<file path="src/design/rdss_pkg.sv">
// constants, state codes and register map for the read data sync sequencer
// assumes one 20 MHz clock domain and an AXI4-Lite master with 32-bit data
package rdss_pkg;

	// register byte offsets
	localparam logic [7:0] RDSS_REG_STROBE = 8'h00;
	localparam logic [7:0] RDSS_REG_CONFIG = 8'h04;
	localparam logic [7:0] RDSS_REG_STATUS = 8'h08;

	// strobe word layout and reset value
	localparam int RDSS_STROBE_DIR_BIT = 4;
	localparam int RDSS_STROBE_W = 5;
	localparam logic [4:0] RDSS_STROBE_RST = 5'h00;

	// config layout and reset value
	localparam int RDSS_CFG_COAST_BIT = 0;
	localparam logic [0:0] RDSS_CFG_RST = 1'h0;

	// status layout
	localparam int RDSS_ST_STATE_LSB = 0;
	localparam int RDSS_ST_FOUND_BIT = 3;
	localparam int RDSS_ST_SRC_BIT = 4;
	localparam int RDSS_ST_STROBE_LSB = 5;
	localparam int RDSS_ST_SUBR_LSB = 10;

	// sequencing counts
	localparam logic [1:0] RDSS_ZPS_VCO_CYCLES = 2'h2;
	localparam logic [1:0] RDSS_ZPS_DATA_PULSES = 2'h2;
	localparam logic [5:0] RDSS_PRE_CNT_SHORT = 6'h20;
	localparam logic [5:0] RDSS_PRE_CNT_LONG = 6'h10;
	localparam logic [1:0] RDSS_PRE_TYPE_4T = 2'h3;
	localparam logic [3:0] RDSS_IND_MIN_CYC = 4'h2;

	// axi responses
	localparam logic [1:0] RDSS_RESP_OKAY = 2'h0;
	localparam logic [1:0] RDSS_RESP_SLVERR = 2'h2;

	typedef enum logic [2:0]
	{
		SEQ_IDLE = 3'b000,
		SEQ_ZPS_WAIT = 3'b001,
		SEQ_PAUSE = 3'b010,
		SEQ_FREQ = 3'b011,
		SEQ_PHASE = 3'b100
	} rdss_seq_t;

endpackage : rdss_pkg

</file>
<file path="src/design/rdss_ctrl_shift.sv">
// three-wire serial load of the window strobe word
// assumes shift clock, data and enable are synchronous samples on aclk
`timescale 1ns/100ps
module rdss_ctrl_shift
	import rdss_pkg::*;
(
	// clock and reset
	input wire logic aclk,
	input wire logic aresetn,
	// serial pins
	input wire logic shift_clock,
	input wire logic shift_data,
	input wire logic shift_enable,
	// loaded word
	output logic [4:0] word_q,
	output logic apply_q
);
	logic clk_prev_q;
	logic en_prev_q;
	logic [4:0] shift_q;

	always_ff @(posedge aclk)
	begin
		if (!aresetn)
		begin
			clk_prev_q <= 1'b0;
			en_prev_q <= 1'b1;
		end
		else
		begin
			clk_prev_q <= shift_clock;
			en_prev_q <= shift_enable;
		end
	end

	// first bit shifted ends up as the direction bit
	always_ff @(posedge aclk)
	begin
		if (!aresetn)
			shift_q <= RDSS_STROBE_RST;
		else if (!shift_enable && shift_clock && !clk_prev_q)
			shift_q <= {shift_q[3:0], shift_data};
	end

	always_ff @(posedge aclk)
	begin
		if (!aresetn)
		begin
			word_q <= RDSS_STROBE_RST;
			apply_q <= 1'b0;
		end
		else
		begin
			apply_q <= shift_enable && !en_prev_q;
			if (shift_enable && !en_prev_q)
				word_q <= shift_q;
		end
	end
endmodule : rdss_ctrl_shift

</file>
<file path="src/design/rdss_phase_cmp.sv">
// phase comparator indicator pulses for data against the oscillator
// assumes vco level and pulse strobes come from the top's sample flops
`timescale 1ns/100ps
module rdss_phase_cmp
	import rdss_pkg::*;
(
	// clock and reset
	input wire logic aclk,
	input wire logic aresetn,
	// phase inputs
	input wire logic vco_level,
	input wire logic vco_fall,
	input wire logic data_rise,
	input wire logic clear,
	// indicators
	output logic raise_q,
	output logic lower_q
);
	logic [3:0] since_fall_q;
	logic raise_wait_q;
	logic [3:0] raise_cnt_q;
	logic [3:0] lower_cnt_q;

	always_ff @(posedge aclk)
	begin
		if (!aresetn || vco_fall)
			since_fall_q <= 4'h0;
		else if (since_fall_q != 4'hf)
			since_fall_q <= since_fall_q + 4'h1;
	end

	// early data: pulse runs to window centre plus the minimum width
	always_ff @(posedge aclk)
	begin
		if (!aresetn || clear)
		begin
			raise_wait_q <= 1'b0;
			raise_cnt_q <= 4'h0;
		end
		else if (data_rise && vco_level)
		begin
			raise_wait_q <= 1'b1;
			raise_cnt_q <= 4'h0;
		end
		else if (raise_wait_q && vco_fall)
		begin
			raise_wait_q <= 1'b0;
			raise_cnt_q <= RDSS_IND_MIN_CYC;
		end
		else if (raise_cnt_q != 4'h0)
			raise_cnt_q <= raise_cnt_q - 4'h1;
	end

	// late data: width grows with the time since window centre
	always_ff @(posedge aclk)
	begin
		if (!aresetn || clear)
			lower_cnt_q <= 4'h0;
		else if (data_rise && !vco_level)
			lower_cnt_q <= (since_fall_q > 4'hd) ? 4'hf : since_fall_q + RDSS_IND_MIN_CYC;
		else if (lower_cnt_q != 4'h0)
			lower_cnt_q <= lower_cnt_q - 4'h1;
	end

	always_ff @(posedge aclk)
	begin
		if (!aresetn)
		begin
			raise_q <= 1'b0;
			lower_q <= 1'b0;
		end
		else
		begin
			raise_q <= raise_wait_q || (raise_cnt_q != 4'h0);
			lower_q <= lower_cnt_q != 4'h0;
		end
	end
endmodule : rdss_phase_cmp

</file>
<file path="src/design/rdss_top.sv">
// read data sync sequencer: lock sequencing, clock mux, indicators, strobe
// assumes all pins are synchronous samples on aclk except read gate and freq_acq_n
`timescale 1ns/100ps
module rdss_top
	import rdss_pkg::*;
(
	// clock and reset
	input wire logic aclk,
	input wire logic aresetn,
	// axi4-lite write address
	input wire logic [7:0] s_axi_awaddr,
	input wire logic s_axi_awvalid,
	output logic s_axi_awready,
	// axi4-lite write data
	input wire logic [31:0] s_axi_wdata,
	input wire logic [3:0] s_axi_wstrb,
	input wire logic s_axi_wvalid,
	output logic s_axi_wready,
	// axi4-lite write response
	output logic [1:0] s_axi_bresp,
	output logic s_axi_bvalid,
	input wire logic s_axi_bready,
	// axi4-lite read
	input wire logic [7:0] s_axi_araddr,
	input wire logic s_axi_arvalid,
	output logic s_axi_arready,
	output logic [31:0] s_axi_rdata,
	output logic [1:0] s_axi_rresp,
	output logic s_axi_rvalid,
	input wire logic s_axi_rready,
	// loop control pins
	input wire logic read_gate,
	input wire logic freq_acq_n,
	input wire logic freerun_hold_n,
	input wire logic boost_gain_off,
	input wire logic [1:0] preamble_type_sel,
	input wire logic [2:0] rate_range_sel,
	// clock and data samples
	input wire logic ref_clk,
	input wire logic vco_clk,
	input wire logic raw_read_pulses,
	// serial control port
	input wire logic ctrl_shift_clock,
	input wire logic ctrl_shift_data,
	input wire logic ctrl_shift_enable,
	// recovered outputs
	output logic recovered_clock_out,
	output logic resynced_data,
	output logic preamble_found,
	output logic phase_raise_ind,
	output logic phase_lower_ind,
	// loop steering
	output logic vco_run,
	output logic zero_phase_restart,
	output logic freq_acq_active,
	output logic [1:0] freq_target_sel,
	output logic window_gate_en,
	output logic pump_enable,
	output logic comparator_clear,
	output logic boost_resistor_en,
	output logic [2:0] vco_subrange,
	output logic [4:0] strobe_word,
	output logic signed [4:0] strobe_steps
);
	rdss_seq_t state_q, state_d;
	logic gate_m_q, gate_s_q, facq_m_q, facq_s_q;
	logic vco_q, vco_prev_q, ref_q, data_prev_q;
	logic vco_rise, vco_fall, data_rise;
	logic [1:0] zps_cnt_q, zps_cnt_d;
	logic [5:0] pre_cnt_q;
	logic [5:0] pre_target;
	logic src_vco_q, dead_q, want_vco, cur_src, new_src;
	logic data_pend_q;
	logic [4:0] strobe_q;
	logic [0:0] cfg_q;
	logic [4:0] ser_word;
	logic ser_apply;
	logic aw_got_q, w_got_q;
	logic [7:0] awaddr_q;
	logic [31:0] wdata_q;
	logic [3:0] wstrb_q;
	logic coast;

	// read gate and freq_acq_n may move at any time
	always_ff @(posedge aclk)
	begin
		if (!aresetn)
		begin
			gate_m_q <= 1'b0;
			gate_s_q <= 1'b0;
			facq_m_q <= 1'b1;
			facq_s_q <= 1'b1;
		end
		else
		begin
			gate_m_q <= read_gate;
			gate_s_q <= gate_m_q;
			facq_m_q <= freq_acq_n;
			facq_s_q <= facq_m_q;
		end
	end

	always_ff @(posedge aclk)
	begin
		if (!aresetn)
		begin
			vco_q <= 1'b0;
			vco_prev_q <= 1'b0;
			ref_q <= 1'b0;
			data_prev_q <= 1'b0;
		end
		else
		begin
			vco_q <= vco_clk;
			vco_prev_q <= vco_q;
			ref_q <= ref_clk;
			data_prev_q <= raw_read_pulses;
		end
	end

	assign vco_rise = vco_q && !vco_prev_q;
	assign vco_fall = !vco_q && vco_prev_q;
	assign data_rise = raw_read_pulses && !data_prev_q;
	assign pre_target = (preamble_type_sel == RDSS_PRE_TYPE_4T) ? RDSS_PRE_CNT_LONG
		: RDSS_PRE_CNT_SHORT;

	// lock sequencing
	always_comb
	begin
		state_d = state_q;
		zps_cnt_d = zps_cnt_q;
		if (!gate_s_q)
		begin
			state_d = SEQ_IDLE;
			zps_cnt_d = 2'h0;
		end
		else
		begin
			unique case (state_q)
				SEQ_IDLE:
				begin
					state_d = SEQ_ZPS_WAIT;
					zps_cnt_d = 2'h0;
				end
				SEQ_ZPS_WAIT:
					if (vco_rise)
					begin
						zps_cnt_d = zps_cnt_q + 2'h1;
						if (zps_cnt_d == RDSS_ZPS_VCO_CYCLES)
						begin
							state_d = SEQ_PAUSE;
							zps_cnt_d = 2'h0;
						end
					end
				SEQ_PAUSE:
					if (data_rise)
					begin
						zps_cnt_d = zps_cnt_q + 2'h1;
						if (zps_cnt_d == RDSS_ZPS_DATA_PULSES)
							state_d = facq_s_q ? SEQ_PHASE : SEQ_FREQ;
					end
				SEQ_FREQ:
					if (facq_s_q)
						state_d = SEQ_PHASE;
				SEQ_PHASE:
					state_d = SEQ_PHASE;
				default:
					state_d = SEQ_IDLE;
			endcase
		end
	end

	always_ff @(posedge aclk)
	begin
		if (!aresetn)
		begin
			state_q <= SEQ_IDLE;
			zps_cnt_q <= 2'h0;
		end
		else
		begin
			state_q <= state_d;
			zps_cnt_q <= zps_cnt_d;
		end
	end

	// loop steering outputs
	assign coast = !freerun_hold_n || cfg_q[RDSS_CFG_COAST_BIT];
	always_ff @(posedge aclk)
	begin
		if (!aresetn)
		begin
			vco_run <= 1'b1;
			zero_phase_restart <= 1'b0;
			freq_acq_active <= 1'b1;
			freq_target_sel <= 2'h0;
			window_gate_en <= 1'b0;
			pump_enable <= 1'b0;
			comparator_clear <= 1'b1;
			boost_resistor_en <= 1'b0;
		end
		else
		begin
			vco_run <= state_d != SEQ_PAUSE;
			zero_phase_restart <= state_q == SEQ_PAUSE && state_d != SEQ_PAUSE
				&& gate_s_q;
			freq_acq_active <= state_d == SEQ_IDLE || state_d == SEQ_FREQ;
			freq_target_sel <= preamble_type_sel;
			window_gate_en <= state_d == SEQ_PHASE;
			pump_enable <= !coast && state_d != SEQ_PAUSE;
			comparator_clear <= coast;
			boost_resistor_en <= !boost_gain_off;
		end
	end

	// preamble detection runs only after the restart
	always_ff @(posedge aclk)
	begin
		if (!aresetn || !gate_s_q)
		begin
			pre_cnt_q <= 6'h00;
			preamble_found <= 1'b0;
		end
		else if ((state_q == SEQ_FREQ || state_q == SEQ_PHASE) && data_rise && !preamble_found)
		begin
			pre_cnt_q <= pre_cnt_q + 6'h01;
			if (pre_cnt_q + 6'h01 == pre_target)
				preamble_found <= 1'b1;
		end
	end

	// clock mux parks low between sources so no pulse is shortened
	assign want_vco = state_q == SEQ_FREQ || state_q == SEQ_PHASE;
	assign cur_src = src_vco_q ? vco_q : ref_q;
	assign new_src = want_vco ? vco_q : ref_q;
	always_ff @(posedge aclk)
	begin
		if (!aresetn)
		begin
			src_vco_q <= 1'b0;
			dead_q <= 1'b0;
		end
		else if (!dead_q && want_vco != src_vco_q && !cur_src && !recovered_clock_out)
			dead_q <= 1'b1;
		else if (dead_q && !new_src)
		begin
			src_vco_q <= want_vco;
			dead_q <= 1'b0;
		end
	end

	always_ff @(posedge aclk)
	begin
		if (!aresetn)
			recovered_clock_out <= 1'b0;
		else
			recovered_clock_out <= dead_q ? 1'b0 : cur_src;
	end

	// data is released on the vco rising edge; a new pulse beats the clear
	always_ff @(posedge aclk)
	begin
		if (!aresetn)
		begin
			data_pend_q <= 1'b0;
			resynced_data <= 1'b0;
		end
		else
		begin
			if (data_rise)
				data_pend_q <= 1'b1;
			else if (vco_rise)
				data_pend_q <= 1'b0;
			if (vco_rise)
				resynced_data <= data_pend_q && src_vco_q;
		end
	end

	// oscillator sub-range: 0 is the slowest, 5 the fastest
	always_ff @(posedge aclk)
	begin
		if (!aresetn)
			vco_subrange <= 3'h0;
		else
			unique casez (rate_range_sel)
				3'b11?: vco_subrange <= 3'h0;
				3'b101: vco_subrange <= 3'h1;
				3'b100: vco_subrange <= 3'h2;
				3'b011: vco_subrange <= 3'h3;
				3'b010: vco_subrange <= 3'h4;
				3'b00?: vco_subrange <= 3'h5;
			endcase
	end

	// strobe: direction bit picks early or late, magnitude counts steps
	always_ff @(posedge aclk)
	begin
		if (!aresetn)
		begin
			strobe_word <= RDSS_STROBE_RST;
			strobe_steps <= 5'sh00;
		end
		else
		begin
			strobe_word <= strobe_q;
			strobe_steps <= strobe_q[RDSS_STROBE_DIR_BIT] ? $signed({1'b0, strobe_q[3:0]})
				: -$signed({1'b0, strobe_q[3:0]});
		end
	end

	rdss_ctrl_shift u_shift
	(
		.aclk(aclk),
		.aresetn(aresetn),
		.shift_clock(ctrl_shift_clock),
		.shift_data(ctrl_shift_data),
		.shift_enable(ctrl_shift_enable),
		.word_q(ser_word),
		.apply_q(ser_apply)
	);

	rdss_phase_cmp u_pcmp
	(
		.aclk(aclk),
		.aresetn(aresetn),
		.vco_level(vco_q),
		.vco_fall(vco_fall),
		.data_rise(data_rise),
		.clear(coast || state_q == SEQ_PAUSE),
		.raise_q(phase_raise_ind),
		.lower_q(phase_lower_ind)
	);

	// axi4-lite write side
	always_ff @(posedge aclk)
	begin
		if (!aresetn)
		begin
			aw_got_q <= 1'b0;
			w_got_q <= 1'b0;
			awaddr_q <= 8'h00;
			wdata_q <= 32'h0;
			wstrb_q <= 4'h0;
			s_axi_awready <= 1'b1;
			s_axi_wready <= 1'b1;
			s_axi_bvalid <= 1'b0;
			s_axi_bresp <= RDSS_RESP_OKAY;
		end
		else
		begin
			if (s_axi_awvalid && s_axi_awready)
			begin
				aw_got_q <= 1'b1;
				awaddr_q <= s_axi_awaddr;
				s_axi_awready <= 1'b0;
			end
			if (s_axi_wvalid && s_axi_wready)
			begin
				w_got_q <= 1'b1;
				wdata_q <= s_axi_wdata;
				wstrb_q <= s_axi_wstrb;
				s_axi_wready <= 1'b0;
			end
			if (aw_got_q && w_got_q && !s_axi_bvalid)
			begin
				aw_got_q <= 1'b0;
				w_got_q <= 1'b0;
				s_axi_bvalid <= 1'b1;
				s_axi_bresp <= (awaddr_q[7:2] == RDSS_REG_STROBE[7:2]
					|| awaddr_q[7:2] == RDSS_REG_CONFIG[7:2]
					|| awaddr_q[7:2] == RDSS_REG_STATUS[7:2]) ? RDSS_RESP_OKAY
					: RDSS_RESP_SLVERR;
			end
			if (s_axi_bvalid && s_axi_bready)
			begin
				s_axi_bvalid <= 1'b0;
				s_axi_awready <= 1'b1;
				s_axi_wready <= 1'b1;
			end
		end
	end

	// serial load wins over a software write landing the same cycle
	always_ff @(posedge aclk)
	begin
		if (!aresetn)
		begin
			strobe_q <= RDSS_STROBE_RST;
			cfg_q <= RDSS_CFG_RST;
		end
		else if (ser_apply)
			strobe_q <= ser_word;
		else if (aw_got_q && w_got_q && !s_axi_bvalid && wstrb_q[0])
		begin
			if (awaddr_q[7:2] == RDSS_REG_STROBE[7:2])
				strobe_q <= wdata_q[4:0];
			if (awaddr_q[7:2] == RDSS_REG_CONFIG[7:2])
				cfg_q <= wdata_q[RDSS_CFG_COAST_BIT +: 1];
		end
	end

	// axi4-lite read side
	always_ff @(posedge aclk)
	begin
		if (!aresetn)
		begin
			s_axi_arready <= 1'b1;
			s_axi_rvalid <= 1'b0;
			s_axi_rdata <= 32'h0;
			s_axi_rresp <= RDSS_RESP_OKAY;
		end
		else if (s_axi_arvalid && s_axi_arready)
		begin
			s_axi_arready <= 1'b0;
			s_axi_rvalid <= 1'b1;
			s_axi_rresp <= RDSS_RESP_OKAY;
			s_axi_rdata <= 32'h0;
			unique case (s_axi_araddr[7:2])
				RDSS_REG_STROBE[7:2]: s_axi_rdata[4:0] <= strobe_q;
				RDSS_REG_CONFIG[7:2]: s_axi_rdata[0] <= cfg_q[0];
				RDSS_REG_STATUS[7:2]:
				begin
					s_axi_rdata[RDSS_ST_STATE_LSB +: 3] <= state_q;
					s_axi_rdata[RDSS_ST_FOUND_BIT] <= preamble_found;
					s_axi_rdata[RDSS_ST_SRC_BIT] <= src_vco_q;
					s_axi_rdata[RDSS_ST_STROBE_LSB +: 5] <= strobe_q;
					s_axi_rdata[RDSS_ST_SUBR_LSB +: 3] <= vco_subrange;
				end
				default: s_axi_rresp <= RDSS_RESP_SLVERR;
			endcase
		end
		else if (s_axi_rvalid && s_axi_rready)
		begin
			s_axi_rvalid <= 1'b0;
			s_axi_arready <= 1'b1;
		end
	end
endmodule : rdss_top

</file>
<file path="config.mk">
export PLATFORM = sky130hd
export DESIGN_NAME = rdss_top
export DESIGN_NICKNAME = d
export VERILOG_FILES = /design/src/design/rdss_pkg.sv /design/src/design/rdss_ctrl_shift.sv /design/src/design/rdss_phase_cmp.sv /design/src/design/rdss_top.sv
export SDC_FILE = /design/constraint.sdc
export NUM_CORES = 1
export LEC_CHECK = 0
export ABC_AREA = 1
export BUFFER_PORTS_ARGS = -buffer_cell sky130_fd_sc_hd__buf_2
export CAP_MARGIN = 20
export CORE_UTILIZATION = 52
export DETAILED_ROUTE_END_ITERATION = 8
export PLACE_DENSITY = 0.85
export SETUP_SLACK_MARGIN = 0.4
export SLEW_MARGIN = 30
export SYNTH_ARGS = -nofsm -noshare
export SYNTH_HDL_FRONTEND = slang
export SYNTH_SLANG_ARGS = --single-unit
</file>
<file path="constraint.sdc">
create_clock -name aclk -period 1.4 [get_ports aclk]
set_input_delay 0.35 -clock aclk [delete_from_list [all_inputs] [get_ports aclk]]
set_output_delay 0.35 -clock aclk [all_outputs]
set_load 0.02 [all_outputs]
</file>
* Word-level counts from Yosys, hierarchy flattened *
Cells that the tools add are included.

word-level totals
  output and inout port bits = 68
  flip-flop bits (word level) = 119
  memory bits (writable) = 0
  ROM bits = 0
  memories kept = 0
  latch bits = 0

operators by class
  multipliers = 0
  shift operators = 0
  reduce and logical (&&, ||, !) cells = 83
  magnitude comparators = 1
  muxes and demuxes = 40
  bitwise logic cells = 3
  $add $sub $neg = 7
  eq/ne operators = 23
  divide/modulo/power cells = 0

operators by type and width
  kind                   count
  $logic_and A1 B1 Y1    27
  $mux W3                7
  $pmux W3 S6            1
  $logic_not A1 Y1       17
  $mux W4                4
  $reduce_bool A2 Y1     8
  $eq A3 B2 Y1 const B   5
  $mux W5                3
  $pmux W3 S5            1
  $mux W2                7
  $eq A3 B3 Y1 const B   4
  $eq A6 B1 Y1 const B   2
  $eq A6 B2 Y1 const B   2
  $logic_not A6 Y1       2
  $mux W1                12
  $logic_or A1 B1 Y1     10
  $reduce_or A2 Y1       5
  $mux W8                1
  $pmux W4 S2            1
  $reduce_and A2 Y1      4
  $reduce_bool A4 Y1     2
  $sub A4 B1 Y4 const B  2
  $add A6 B1 Y6 const B  1
  $eq A2 B2 Y1 const B   3
  20 further kinds       26

* Longest topological paths before layout *
Gate-level depths: netlist of run 1.

  word-level depth = 9
  depth in mapped cells = 9

* Hierarchy *
From an unflattened synthesis of run 1, not the netlist that was laid out.

unflattened totals
  cells, all modules = 670
  area total of the unflattened synthesis = 4999.8 um^2

modules (own cells, without submodules)
  module           cells an instance  times used  area an instance (um^2)  sequential area each (um^2)
  rdss_top         503                1           3727.3                   1721.7
  rdss_phase_cmp   103                1           785.8                    300.3
  rdss_ctrl_shift  64                 1           486.7                    260.2

* Least setup slack after synthesis of run 1 *
OpenSTA, ideal clock, no wires.

  path type = reg-to-reg
  start = register zps_cnt_q[1]
  end = register vco_run
  slack = 113 ps
  required time = 1275 ps
  library setup time = 125 ps
  arrival = 1161 ps
  cell stages (with the launch flop) = 10
  path through = dfxtp_1 > inv_1 > ha_1 > nand2_1 > nor2_1 > nor2_2 > nand2_1 > nand4_1 > nor2_4 > nand2_1

on the way
  cells in the longest elaborated chain, start to end = 7
  elaborated cells between the ends (all ways) = 9
  classes of those cells = 1 x add/sub; 2 x eq/ne; 6 x mux

ends and longest elaborated chain
  item                               line                              RTL
  start: declaration                 rdss_top.sv:69                    logic [1:0] zps_cnt_q, zps_cnt_d;
  start signal: assignment           rdss_top.sv:183                   zps_cnt_q <= zps_cnt_d;
  $add A2 B1 Y2 (*)                  rdss_top.sv:148, rdss_top.sv:158
  $eq A2 B2 Y1 (*)                   rdss_top.sv:149, rdss_top.sv:159
  $mux W3, on equally long branches  rdss_top.sv:159, rdss_top.sv:149
  $mux W3, on equally long branches  rdss_top.sv:156, rdss_top.sv:146
  $pmux W3 S5 (*)                    rdss_top.sv:139                   unique case (state_q)
  $mux W3 (*)                        rdss_top.sv:132                   if (!gate_s_q)
  $ne A3 B2 Y1 (*)                   rdss_top.sv:204                   vco_run <= state_d != SEQ_PAUSE;
  end signal: assignment             rdss_top.sv:193                   vco_run <= 1'b1;
  end signal: assignment             rdss_top.sv:204
  end: declaration                   rdss_top.sv:53                    output logic vco_run,

Every way passes the cells marked *; elsewhere a longest branch is shown, timed or not.
A chain may end at the register's enable or synchronous reset.

* Final worst setup path of run 1 *
  start = register state_q[1]
  end = register state_q[0]

on the way
  cells in the longest elaborated chain, start to end = 3
  elaborated cells between the ends (all ways) = 7
  classes of those cells = 4 x eq/ne; 2 x mux; 1 x reduce/logical

ends and longest elaborated chain
  item                                  line             RTL
  start: declaration                    rdss_top.sv:65   rdss_seq_t state_q, state_d;
  start signal: assignment              rdss_top.sv:182  state_q <= state_d;
  $eq A3 B3 Y1 (tied with other cells)  rdss_top.sv:139
  $pmux W3 S5 (*)                       rdss_top.sv:139
  $mux W3 (*)                           rdss_top.sv:132

Marks and branches as above.

==> results by group, run 1 <==
Run status
  – Status: finished with violations
  – Failing checks: design-rule violations, negative setup slack

Drt
  – DR vias/cell: between 6 and 7
  – Initial DRC count: approximately 600
  – Post-route DRC: 2
  – WL per Instance: 23.3 um
  – Via count: between 5,000 and 6,000
  – Total length of routed wires: 21.6 mm
  – Number of routed nets with antenna violations: 0
  – Drt first pass iters: 9

STA
  – # setup viols final: 9
  – Setup TNS: -1.04 ns
  – Setup ws final: -0.437 ns
  – Slew margin rel.: 0.620
  – Tmin final: approximately 1.8 ns
  – Least-Margin Pin Slew: ~0.57 ns
  – RSZ-0062 raised after global routing: true
  – Fin crit share: 1.31
  – Fin. Hold Viols: 0
  – Max Clk Rate: about 540 MHz
  – Final Skew: between 0.006 and 0.007 ns
  – Max Slew Vio Count: 0

CTS
  – CTS tree: done
  – Clk_lat worst skew: about 0.54 ns
  – H-tree depth: 4
  – CTS sink count: 114
  – Worst-path clk slew: around 0.06 ns
  – Maximum root-to-sink buffer count: 2
  – Num CTS Buffers: 17
  – Root Driver: clkbuf_8

Power and ir drop
  – Seq pwr share: 0.365
  – Part of the power in the clock network: 0.494
  – VDD IR max: approximately 1.2 mV
  – P_int: approximately 7.0 mW
  – Switch Pwr: ~2.7 mW
  – Combinational cell fraction of total power: 0.141
  – Leakage: 3.42 nW
  – Sw Ratio: 0.275
  – P per Cell Area: about 1200 mW/mm2

Logic synthesis
  – Post-Synth Simple-Gate Area: 0.260
  – Post-Synth Adder-Cell Area: 0.0308
  – Post-synthesis xor/xnor area fraction: 0.00360
  – Post-Syn Instances: between 600 and 700
  – Top-count cell post-synth: nand2_1
  – Ys Warns: 0
  – Primary FF master, synth: dfxtp_1
  – Asr flop ratio synth: 0
  – Sequential share of the synthesized area: 0.469
  – Syn Area/Cell: ~7.6 um2
  – Cell accounting for the most synthesized area: dfxtp_1
  – Mapped cell area: between 0.004 and 0.005 mm2
  – Area share of the largest cell type after synthesis: 0.469
  – Compound-gate portion of the synthesized area: 0.133
  – Unique masters post-synth: between 40 and 50
  – Synth top area cells: dfxtp_1 (47%), nand2_1 (10%), nor2_1 (6.0%)
  – Commonest cells post-synth: nand2_1 (132), dfxtp_1 (114), nor2_1 (78), inv_1 (69), o21ai_0 (49)
  – Largest family of logic cells by synthesized area: simple AND/OR/NAND/NOR gates
  – Post-synth EDFFs: 0
  – Flops & latches, synth: 114
  – Post-synthesis mux area share: 0

Die
  – Die Span X: ~99 um
  – Initial Util: 0.548
  – Core box area: 0.00889 mm2
  – Die Span Y: about 99 um
  – FP Rows: 34
  – DIE AREA: about 0.0098 mm2
  – I/O Pins: around 140

Global routing
  – First-pass GRT wire length: between 20 and 30 mm
  – Largest net degree at the start of global routing: 46
  – Initial antenna violation count: 2
  – Global Route Usage Sum: 0.332
  – Total grt overflow: 0
  – Number of global-route vias before repair: 5,292

Setup path
  – CP Data Required Time: 1.77 ns
  – CP Cell Sequence: buf_4 -> nor2_1 -> nand2_1 -> nand4_1 -> nand2_1 -> nor2_1
  – Crit path launch type: flop
  – WS Path Type: reg2reg
  – Crit path max fanout: 6
  – Slowest CP cell: nor2_1
  – Crit-path max cell delay: between 0.4 and 0.5 ns
  – CP Capture Type: flop
  – CP arrival: 2.21 ns

Layout
  – Layout Cells excl Fill: about 930
  – Final Core Density: 0.894
  – P&R area growth vs syn: 63.2%
  – Layout cell share with drive strength beyond 1: 0.546
  – Nets: 892

Flow run
  – Max cap viols: 0

Worst hold path
  – Hold Path Class: in2reg

Placement
  – Placed Cells: slightly above 800
  – HPWL Detailed: roughly 7.6 mm
  – Routability congestion estimate: 0.859
  – IO buf count: 86
-- sequential cells by signal (all words and copies together), names as in the netlist, 5 cells and up --
name             cells
awaddr_q             6
pre_cnt_q            6
s_axi_rdata         13
strobe_q             5
strobe_word          5
u_shift.shift_q      5
u_shift.word_q       5
wdata_q              5
-- worst max-delay path: cells and delay by family, from the launching register on --
family        cells  cell delay [ns]
buf+inv           1             0.15
simple gates      5             1.12
flops             1             0.39
-- metrics by stage --
step	setup WS [ns]	instance area (um2)	hold slack (ns)	power, mW
global placement	0.0480	5520	0.399	4.27
global route	-0.506	7950	-0.000554	9.92
detailed placement	-0.0142	5520	0.410	4.31
finish	-0.437	7950	0.00864	9.70
floorplan	0.200	5080	0.390	4.11
CTS	0.0295	7270	0.00147	9.16
-- cell usage in the layout, fill, tap and decap left out, drive strengths merged --
| cell type | instances |
|---|---|
| buf | 157 |
| nand2 | 137 |
| dfxtp | 114 |
| nor2 | 84 |
| inv | 73 |
| o21ai | 52 |
| a21oi | 44 |
| nand3 | 38 |
| conb | 21 |
| clkbuf | 20 |
| ha | 12 |
| nor3 | 10 |
| clkinv | 8 |
| a31oi | 6 |
| nand4 | 6 |
| or2 | 5 |
| bufinv | 4 |
| clkinvlp | 4 |
| nand3b | 4 |
| a211oi | 4 |
| o21a | 3 |
| dlygate4sd3 | 3 |
| a21boi | 2 |
| o31ai | 2 |
| xnor2 | 2 |
| diode | 1 |
| nor3b | 1 |
| o211ai | 1 |
| a221oi | 1 |
| o21bai | 1 |
-- area by class of cell --
cell class              instances  area, um2
diodes                          1       2.50
clock buffers                  20        467
clock inverters                12        178
fillers                       328        943
inverters                      75        332
multi-input cells             436       3000
flip-flops and latches        114       2410
well taps                     108        135
repair buffers                160       1400
repair inverters                2       25.0
-- metal layers --
metal,wire (um),part of all wire,vias up,track usage
met5,13,0.00060,-,0
met4,2530,0.12,2,0.219
met3,2180,0.10,250,0.0943
met2,10400,0.48,540,0.623
met1,6470,0.30,2624,0.311
li1,-,-,2373,-
-- cell families after synthesis --
family	after synthesis
compound gates	116
xor+xnor	2
fa+ha+maj	12
buf+inv	110
flops	114
other cells	1
simple gates	283
-- path summary, 6_finish.rpt --
| check | start | endpoint | slack, ns | cells past startpoint |
|---|---|---|---|---|
| worst max-delay path | state_q[1]$_SDFF_PN0_ | state_q[0]$_SDFF_PN0_ | -0.44 | 6 |
| worst min-delay path | freq_acq_n | facq_m_q$_SDFF_PN1_ | 0.009 | 2 |
| worst max register to register | state_q[1]$_SDFF_PN0_ | state_q[0]$_SDFF_PN0_ | -0.44 | 6 |
| worst min register to register | s_axi_rdata[0]$_SDFFE_PN0P_ | s_axi_rdata[0]$_SDFFE_PN0P_ | 0.48 | 2 |
-- power by group through the flow --
| stage | registers (mW) | logic, mW | clock network, mW |
|---|---|---|---|
| floorplan | 3.61 | 0.506 | 0 |
| global route | 3.55 | 1.45 | 4.92 |
| detailed placement | 3.56 | 0.749 | 0 |
| global placement | 3.55 | 0.719 | 0 |
| finish | 3.54 | 1.37 | 4.78 |
| CTS | 3.51 | 1.02 | 4.63 |
-- repair_timing --
action,4_1_cts,5_1_grt
pin swaps,35,42
hold endpoints to repair,3,0
cloned,4,1
setup endpoints to repair,108,128
resized for setup,271,142
hold buffers,3,0
setup buffers,33,23
Power figures use the tool's default switching activity.
==> run 2, diff against run 1 <==
==> constraint.sdc (replaced) <==
create_clock -name aclk -period 1.4 [get_ports aclk]
set_input_delay 0.14 -clock aclk [delete_from_list [all_inputs] [get_ports aclk]]
set_output_delay 0.14 -clock aclk [all_outputs]
set_load 0.02 [all_outputs]
==> run 2 against run 1 <==
Compared with the run above:
- the flow finishes with violations (negative setup slack)
- global-route usage up 1.3 points
- worst setup slack better by 0.28 ns
- clock power down 13%
- largest power group unchanged
- cell count up 2.0%
- via count down 4.7%
- core utilization down 0.25 points
- routed wire length down 8.7%
- maximum frequency up 18%
- sequential cell count unchanged
- register-to-register slack better by 0.28 ns
==> results by group, run 2 (synthesized netlist as in run 1, its figures left out) <==
Run status
  – Status: finished with violations
  – Failing checks: negative setup slack

Layout
  – N_diodes: 0 (-1)
  – Layout cell share with drive strength beyond 1: 0.495 (-0.0512)
  – Largest register FFs: 13 (unchanged)
  – Nets: 913 (+2.4%)
  – Biggest register: s_axi_rdata
  – Commonest non-fill, non-tap cell in the layout: nand2_1
  – Top flop regs: s_axi_rdata x13, awaddr_q x6, pre_cnt_q x6
  – P&R area growth vs syn: 62.7%
  – Reg area: 0.00240 mm2 (-0.16%)
  – Fillers: 347 (+5.8%)
  – Layout Cells excl Fill: 947 (+2.0%)
  – Footprint of the multi-input gates: 0.00289 mm2 (-3.6%)
  – Commonest cells after routing, fill and taps aside: nand2_1 (109), buf_6 (66), dfxtp_2 (53)

CTS
  – CTS sink count: 114 (unchanged)
  – Root Driver: clkbuf_8
  – CTS tree: done
  – Worst-path clk slew: 0.06 ns (about the same)
  – Clk_lat worst skew: 0.54 ns (about the same)
  – H-tree depth: 4 (unchanged)
  – Num CTS Buffers: 17 (unchanged)
  – Maximum root-to-sink buffer count: 2 (unchanged)

Setup path
  – CP Data Required Time: 1.82 ns (+0.05 ns)
  – Crit path launch type: flop
  – WS Path Type: reg2reg
  – CP arrival: 1.97 ns (-0.24 ns)
  – Crit path max fanout: 4 (-2)
  – CP Capture Type: flop
  – Reg2reg setup slack: -0.15 ns (+0.28 ns)

STA
  – Final Skew: 0.00966 ns (+0.00273 ns)
  – Fin. Hold Viols: 0 (unchanged)
  – Least-Margin Pin Slew: 0.640 ns (+0.0725 ns)
  – Setup ws final: -0.152 ns (+0.285 ns)
  – RSZ-0062 raised after global routing: true
  – Max Slew Vio Count: 0 (unchanged)
  – Fin crit share: 1.11 (-0.203)
  – # setup viols final: 9 (unchanged)
  – Slew margin rel.: 0.573 (-0.0474)
  – Max Clk Rate: 644 MHz (+18%)
  – Tmin final: 1.55 ns (-0.285 ns)

Die
  – Die Span Y: 98.8 um (unchanged)
  – FP Rows: 34 (unchanged)
  – Core box area: 0.00889 mm2 (unchanged)
  – I/O Pins: 142 (unchanged)
  – DIE AREA: 0.00976 mm2 (unchanged)
  – Initial Util: 0.548 (unchanged)
  – Die Span X: 98.8 um (unchanged)

Drt
  – DR vias/cell: 5.83 (-6.6%)
  – Initial DRC count: 479 (-21%)
  – WL per Instance: 20.8 um (-11%)
  – Drt first pass iters: 7 (-2)
  – Number of routed nets with antenna violations: 0 (unchanged)
  – Post-route DRC: 0 (-2)
  – Total length of routed wires: 19.7 mm (-8.7%)
  – Via count: 5,519 (-4.7%)

Global routing
  – Largest net degree at the start of global routing: 39 (-15%)
  – Initial antenna violation count: 1 (-1)
  – Total grt overflow: 0 (unchanged)
  – First-pass GRT wire length: 25.8 mm (+3.1%)
  – Global Route Usage Sum: 0.344 (+0.0129)
  – Number of global-route vias before repair: 5,335 (+0.81%)

Power and ir drop
  – P per Cell Area: 1140 mW/mm2 (-6.3%)
  – VDD IR max: 1.00 mV (-17%)
  – Power Total: 9.06 mW (-6.6%)
  – Leakage: 3.41 nW (-0.46%)

Flow run
  – Max cap viols: 0 (unchanged)

Placement
  – HPWL Detailed: 7.69 mm (+1.4%)
  – Routability congestion estimate: 0.823 (-4.3%)
  – IO buf count: 86 (unchanged)
  – Placed Cells: 827 (-0.48%)

Worst hold path
  – Hold Path Class: in2reg
## run 2: where the power goes
| part | internal (mW) | switching, mW | total (mW) | leakage [nW] |
|---|---|---|---|---|
| combinational | 0.567 | 0.772 | 1.34 | 2.19 |
| clock | 2.42 | 1.75 | 4.17 | 0.257 |
| sequential | 3.39 | 0.160 | 3.55 | 0.963 |
## run 2: stage by stage
step | setup TNS (ns) | setup slack [ns] | hold slack (ns) | util | area [um2]
floorplan | 0 | 0.200 | 0.212 | - | 5040
global placement | 0 | 0.0970 | 0.298 | 0.614 | 5460
detailed placement | 0 | 0.0816 | 0.309 | 0.614 | 5460
CTS | 0 | 0.0778 | 0.00211 | 0.822 | 7310
global route | -1.15 | -0.149 | 0.0180 | 0.891 | 7930
finish | -0.748 | -0.152 | 0.00912 | 0.891 | 7930
## run 2: final timing paths
path                          from                       endpoint  cells after the start
max reg2reg  state_q[2]$_SDFF_PN0_  zero_phase_restart$_SDFF_PN0_                      6
max          state_q[2]$_SDFF_PN0_  zero_phase_restart$_SDFF_PN0_                      6
min                        aresetn    comparator_clear$_SDFF_PN1_                      4
min reg2reg    facq_m_q$_SDFF_PN1_            facq_s_q$_SDFF_PN1_                      1
## run 2: worst max-delay path, stage by stage, from the launching register on
cell and delay (ns):
dfxtp_4 0.38, nor2_1 0.34, nand3_1 0.18, nand3b_1 0.20
nand2_2 0.10, nor2_4 0.16, nor2_1 0.08
## run 2: routing by layer
layer / routed length [um] / global-route usage / vias to the layer above
met3: 1490 / 0.0794 / 137
met4: 1340 / 0.206 / 2
met5: 13 / 0 / -
met2: 10100 / 0.650 / 396
li1: - / - / 2412
met1: 6760 / 0.342 / 2572
## run 2: final cells by class
| cell class | instances | share of cell area |
|---|---|---|
| inverter | 75 | 0.0403 |
| tap | 108 | 0.0171 |
| clock inverter | 13 | 0.0163 |
| clock buffer | 18 | 0.0540 |
| multi-input combinational | 436 | 0.365 |
| sequential | 114 | 0.303 |
| timing repair buffer | 183 | 0.204 |
## run 2: timing repair
item | in CTS | in global routing
setup endpoints to repair | 116 | 123
hold buffers | 31 | 1
buffers inserted | 36 | 19
pin swaps | 43 | 49
resized for setup | 244 | 133
gates cloned | 2 | 0
endpoints found under the hold margin | 34 | 1
==> run 3, diff against run 2 <==
--- a/config.mk
+++ b/config.mk
@@ -8,9 +8,10 @@
 export ABC_AREA = 1
 export BUFFER_PORTS_ARGS = -buffer_cell sky130_fd_sc_hd__buf_2
 export CAP_MARGIN = 20
-export CORE_UTILIZATION = 52
+export CORE_UTILIZATION = 56
 export DETAILED_ROUTE_END_ITERATION = 8
-export PLACE_DENSITY = 0.85
+export PLACE_DENSITY = 0.9
+export REMOVE_ABC_BUFFERS = 1
 export SETUP_SLACK_MARGIN = 0.4
 export SLEW_MARGIN = 30
 export SYNTH_ARGS = -nofsm -noshare
==> constraint.sdc (replaced) <==
create_clock -name aclk -period 2 [get_ports aclk]
set_input_delay 0.2 -clock aclk [delete_from_list [all_inputs] [get_ports aclk]]
set_output_delay 0.2 -clock aclk [all_outputs]
set_load 0.02 [all_outputs]
==> run 3 against run 2 <==
Compared with the run above:
- global-route usage fell by 5.2 points
- register-to-register slack better by 0.65 ns
- largest cell class is now flip-flops and latches
- clock skew is 0.0016 ns lower
- combinational power decreased by 57%
- total power down 33%
- die area is 7.0% lower
- first-iteration DRC count shrank 46%
- critical path type unchanged
- the flow now finishes without violations
- worst setup slack gained 0.65 ns
==> results by group, run 3 (synthesized netlist as in run 1, its figures left out) <==
CTS
  – CTS sink count: 114 (unchanged)
  – Clk_lat worst skew: 0.52 ns (-0.02 ns)
  – Maximum root-to-sink buffer count: 2 (unchanged)
  – Setup bufs post-CTS: 0 (-100%)
  – H-tree depth: 4 (unchanged)
  – CTS tree: done
  – Root Driver: clkbuf_8
  – Num CTS Buffers: 17 (unchanged)
  – Worst-path clk slew: 0.06 ns (about the same)

Drt
  – Drt first pass iters: 5 (-2)
  – Number of routed nets with antenna violations: 0 (unchanged)
  – WL per Instance: 14.2 um (-32%)
  – Initial DRC count: 258 (-46%)
  – Total length of routed wires: 12.5 mm (-37%)
  – Post-route DRC: 0 (unchanged)
  – Via count: 4,650 (-16%)
  – DR vias/cell: 5.29 (-9.2%)

STA
  – Least-Margin Pin Slew: 0.511 ns (-0.129 ns)
  – Max Slew Vio Count: 0 (unchanged)
  – Fin crit share: 0.752 (-0.357)
  – Fin. Hold Viols: 0 (unchanged)
  – Tmin final: 1.50 ns (-0.0479 ns)
  – # setup viols final: 0 (-9)
  – Setup TNS: 0 ns (+0.748 ns)
  – Max Clk Rate: 665 MHz (+3.2%)
  – Final Skew: 0.00811 ns (-0.00155 ns)
  – RSZ-0062 raised after global routing: true
  – Slew margin rel.: 0.658 (+0.0854)

Power and ir drop
  – Leakage: 2.88 nW (-15%)
  – Power Total: 6.03 mW (-33%)
  – VDD IR max: 0.629 mV (-37%)
  – P per Cell Area: 970 mW/mm2 (-15%)

Global routing
  – First-pass GRT wire length: 20.0 mm (-22%)
  – M2 GR Usage: 0.531 (-0.119)
  – Total grt overflow: 0 (unchanged)
  – Initial antenna violation count: 0 (-1)
  – Number of global-route vias before repair: 4,609 (-14%)
  – M3 GR Usage: 0.0718 (-0.00766)
  – Top Usage Layer GRT: met2
  – Global Route Usage Sum: 0.292 (-0.0523)
  – Largest net degree at the start of global routing: 31 (-21%)
  – Met1 Use GR: 0.296 (-0.0453)

Die
  – DIE AREA: 0.00908 mm2 (-7.0%)
  – Initial Util: 0.587 (+0.0391)
  – Core box area: 0.00830 mm2 (-6.7%)
  – I/O Pins: 142 (unchanged)
  – FP Rows: 33 (-2.9%)
  – Die Span Y: 95.3 um (-3.6%)
  – Die Span X: 95.3 um (-3.6%)

Setup path
  – CP Data Required Time: 2.41 ns (+0.59 ns)
  – Reg2reg setup slack: 0.50 ns (+0.65 ns)
  – Reg2reg end: vco_run$_SDFF_PN1_
  – Crit-path max cell delay: 0.32 ns (-0.06 ns)
  – CP Cell Sequence: inv_1 -> ha_1 -> nand2_1 -> nor2_2 -> nor2_2 -> nand2_1 -> nand4_1 -> nor2_4 -> nand2_1
  – R2R depth: 9 (+3)
  – WS Path Type: reg2reg
  – Most common cell on crit path: nand2_1
  – CP arrival: 1.91 ns (-0.06 ns)
  – Critical R2R Launch: zps_cnt_q[1]$_SDFFE_PN0P_
  – Crit path max fanout: 3 (-1)
  – Crit path launch type: flop
  – CP Capture Type: flop
  – Slowest CP cell: dfxtp_1

Layout
  – Biggest register: s_axi_rdata
  – Layout cell share with drive strength beyond 1: 0.200 (-0.294)
  – Top flop regs: s_axi_rdata x13, awaddr_q x6, pre_cnt_q x6
  – Commonest cells after routing, fill and taps aside: nand2_1 (132), dfxtp_1 (112), buf_2 (86)
  – Commonest non-fill, non-tap cell in the layout: nand2_1
  – Largest register FFs: 13 (unchanged)
  – Nets: 848 (-7.1%)
  – P&R area growth vs syn: 27.6%
  – N_diodes: 0 (unchanged)
  – Final Core Density: 0.749 (-0.142)

Run status
  – Status: finished, final reports clean

Worst hold path
  – Hold Path Stages: 3 (-1)
  – Hold path startpoint: rate_range_sel[0]
  – Hold Path End: vco_subrange[0]$_SDFF_PN0_
  – Hold Path Class: in2reg

Flow run
  – Max cap viols: 0 (unchanged)

Placement
  – Routability congestion estimate: 0.933 (+13%)
  – IO buf count: 86 (unchanged)
  – HPWL Detailed: 7.72 mm (+0.39%)
-- run 3: timing repair --
item | CTS | global route
hold endpoints to repair | 31 | 0
setup endpoints to repair | 0 | 5
gates resized for setup | 0 | 3
hold buffers | 30 | 0
-- run 3: final cells by class --
cell class | instances | area [um2]
clock inverters | 9 | 130
inverters | 75 | 283
clock buffers | 22 | 463
fillers | 563 | 2080
multi-input cells | 434 | 2160
repair buffers | 120 | 761
flip-flops and latches | 114 | 2280
well taps | 105 | 131
-- run 3: report_power, final --
group | switching [mW] | internal (mW)
clock network | 1.03 | 1.98
registers | 0.0673 | 2.38
logic | 0.366 | 0.206
-- run 3: critical path, delay by kind of cell (launching register included) --
family / cells / cell delay, ns
and+or+nand+nor: 7 / 0.81
DFF: 1 / 0.32
adders and majority gates: 1 / 0.18
buffers and inverters: 1 / 0.09
-- run 3: layer usage --
| layer | up-vias | share of wire |
|---|---|---|
| met5 | - | 0 |
| met3 | 49 | 0.056 |
| met2 | 179 | 0.52 |
| met1 | 2159 | 0.38 |
| li1 | 2263 | - |
| met4 | 0 | 0.037 |
-- run 3: how the worst max path moves through the flow --
| stage | from | end | slack (ns) |
|---|---|---|---|
| floorplan | s_axi_arready$_SDFFE_PN1P_ | s_axi_rdata[10]$_SDFFE_PN0P_ | 0.59 |
| global placement | aresetn | facq_s_q$_SDFF_PN1_ | 0.59 |
| detailed placement | zps_cnt_q[1]$_SDFFE_PN0P_ | vco_run$_SDFF_PN1_ | 0.55 |
| CTS | u_pcmp.since_fall_q[0]$_SDFFE_PP0P_ | u_pcmp.lower_cnt_q[0]$_SDFFE_PP0P_ | 0.49 |
| global route | zps_cnt_q[1]$_SDFFE_PN0P_ | vco_run$_SDFF_PN1_ | 0.35 |
| finish | zps_cnt_q[1]$_SDFFE_PN0P_ | vco_run$_SDFF_PN1_ | 0.50 |
-- run 3: through the flow --
step                      cell area, um2  setup slack [ns]  hold slack, ns  std cells
after floorplan                     4730             0.592           0.269        623
after global placement              5320             0.591           0.356        818
after detailed placement            5320             0.555           0.360        818
after CTS                           6210             0.495         0.00797        879
after global routing                6220             0.355          0.0140        879
final                               6220             0.496          0.0131        879
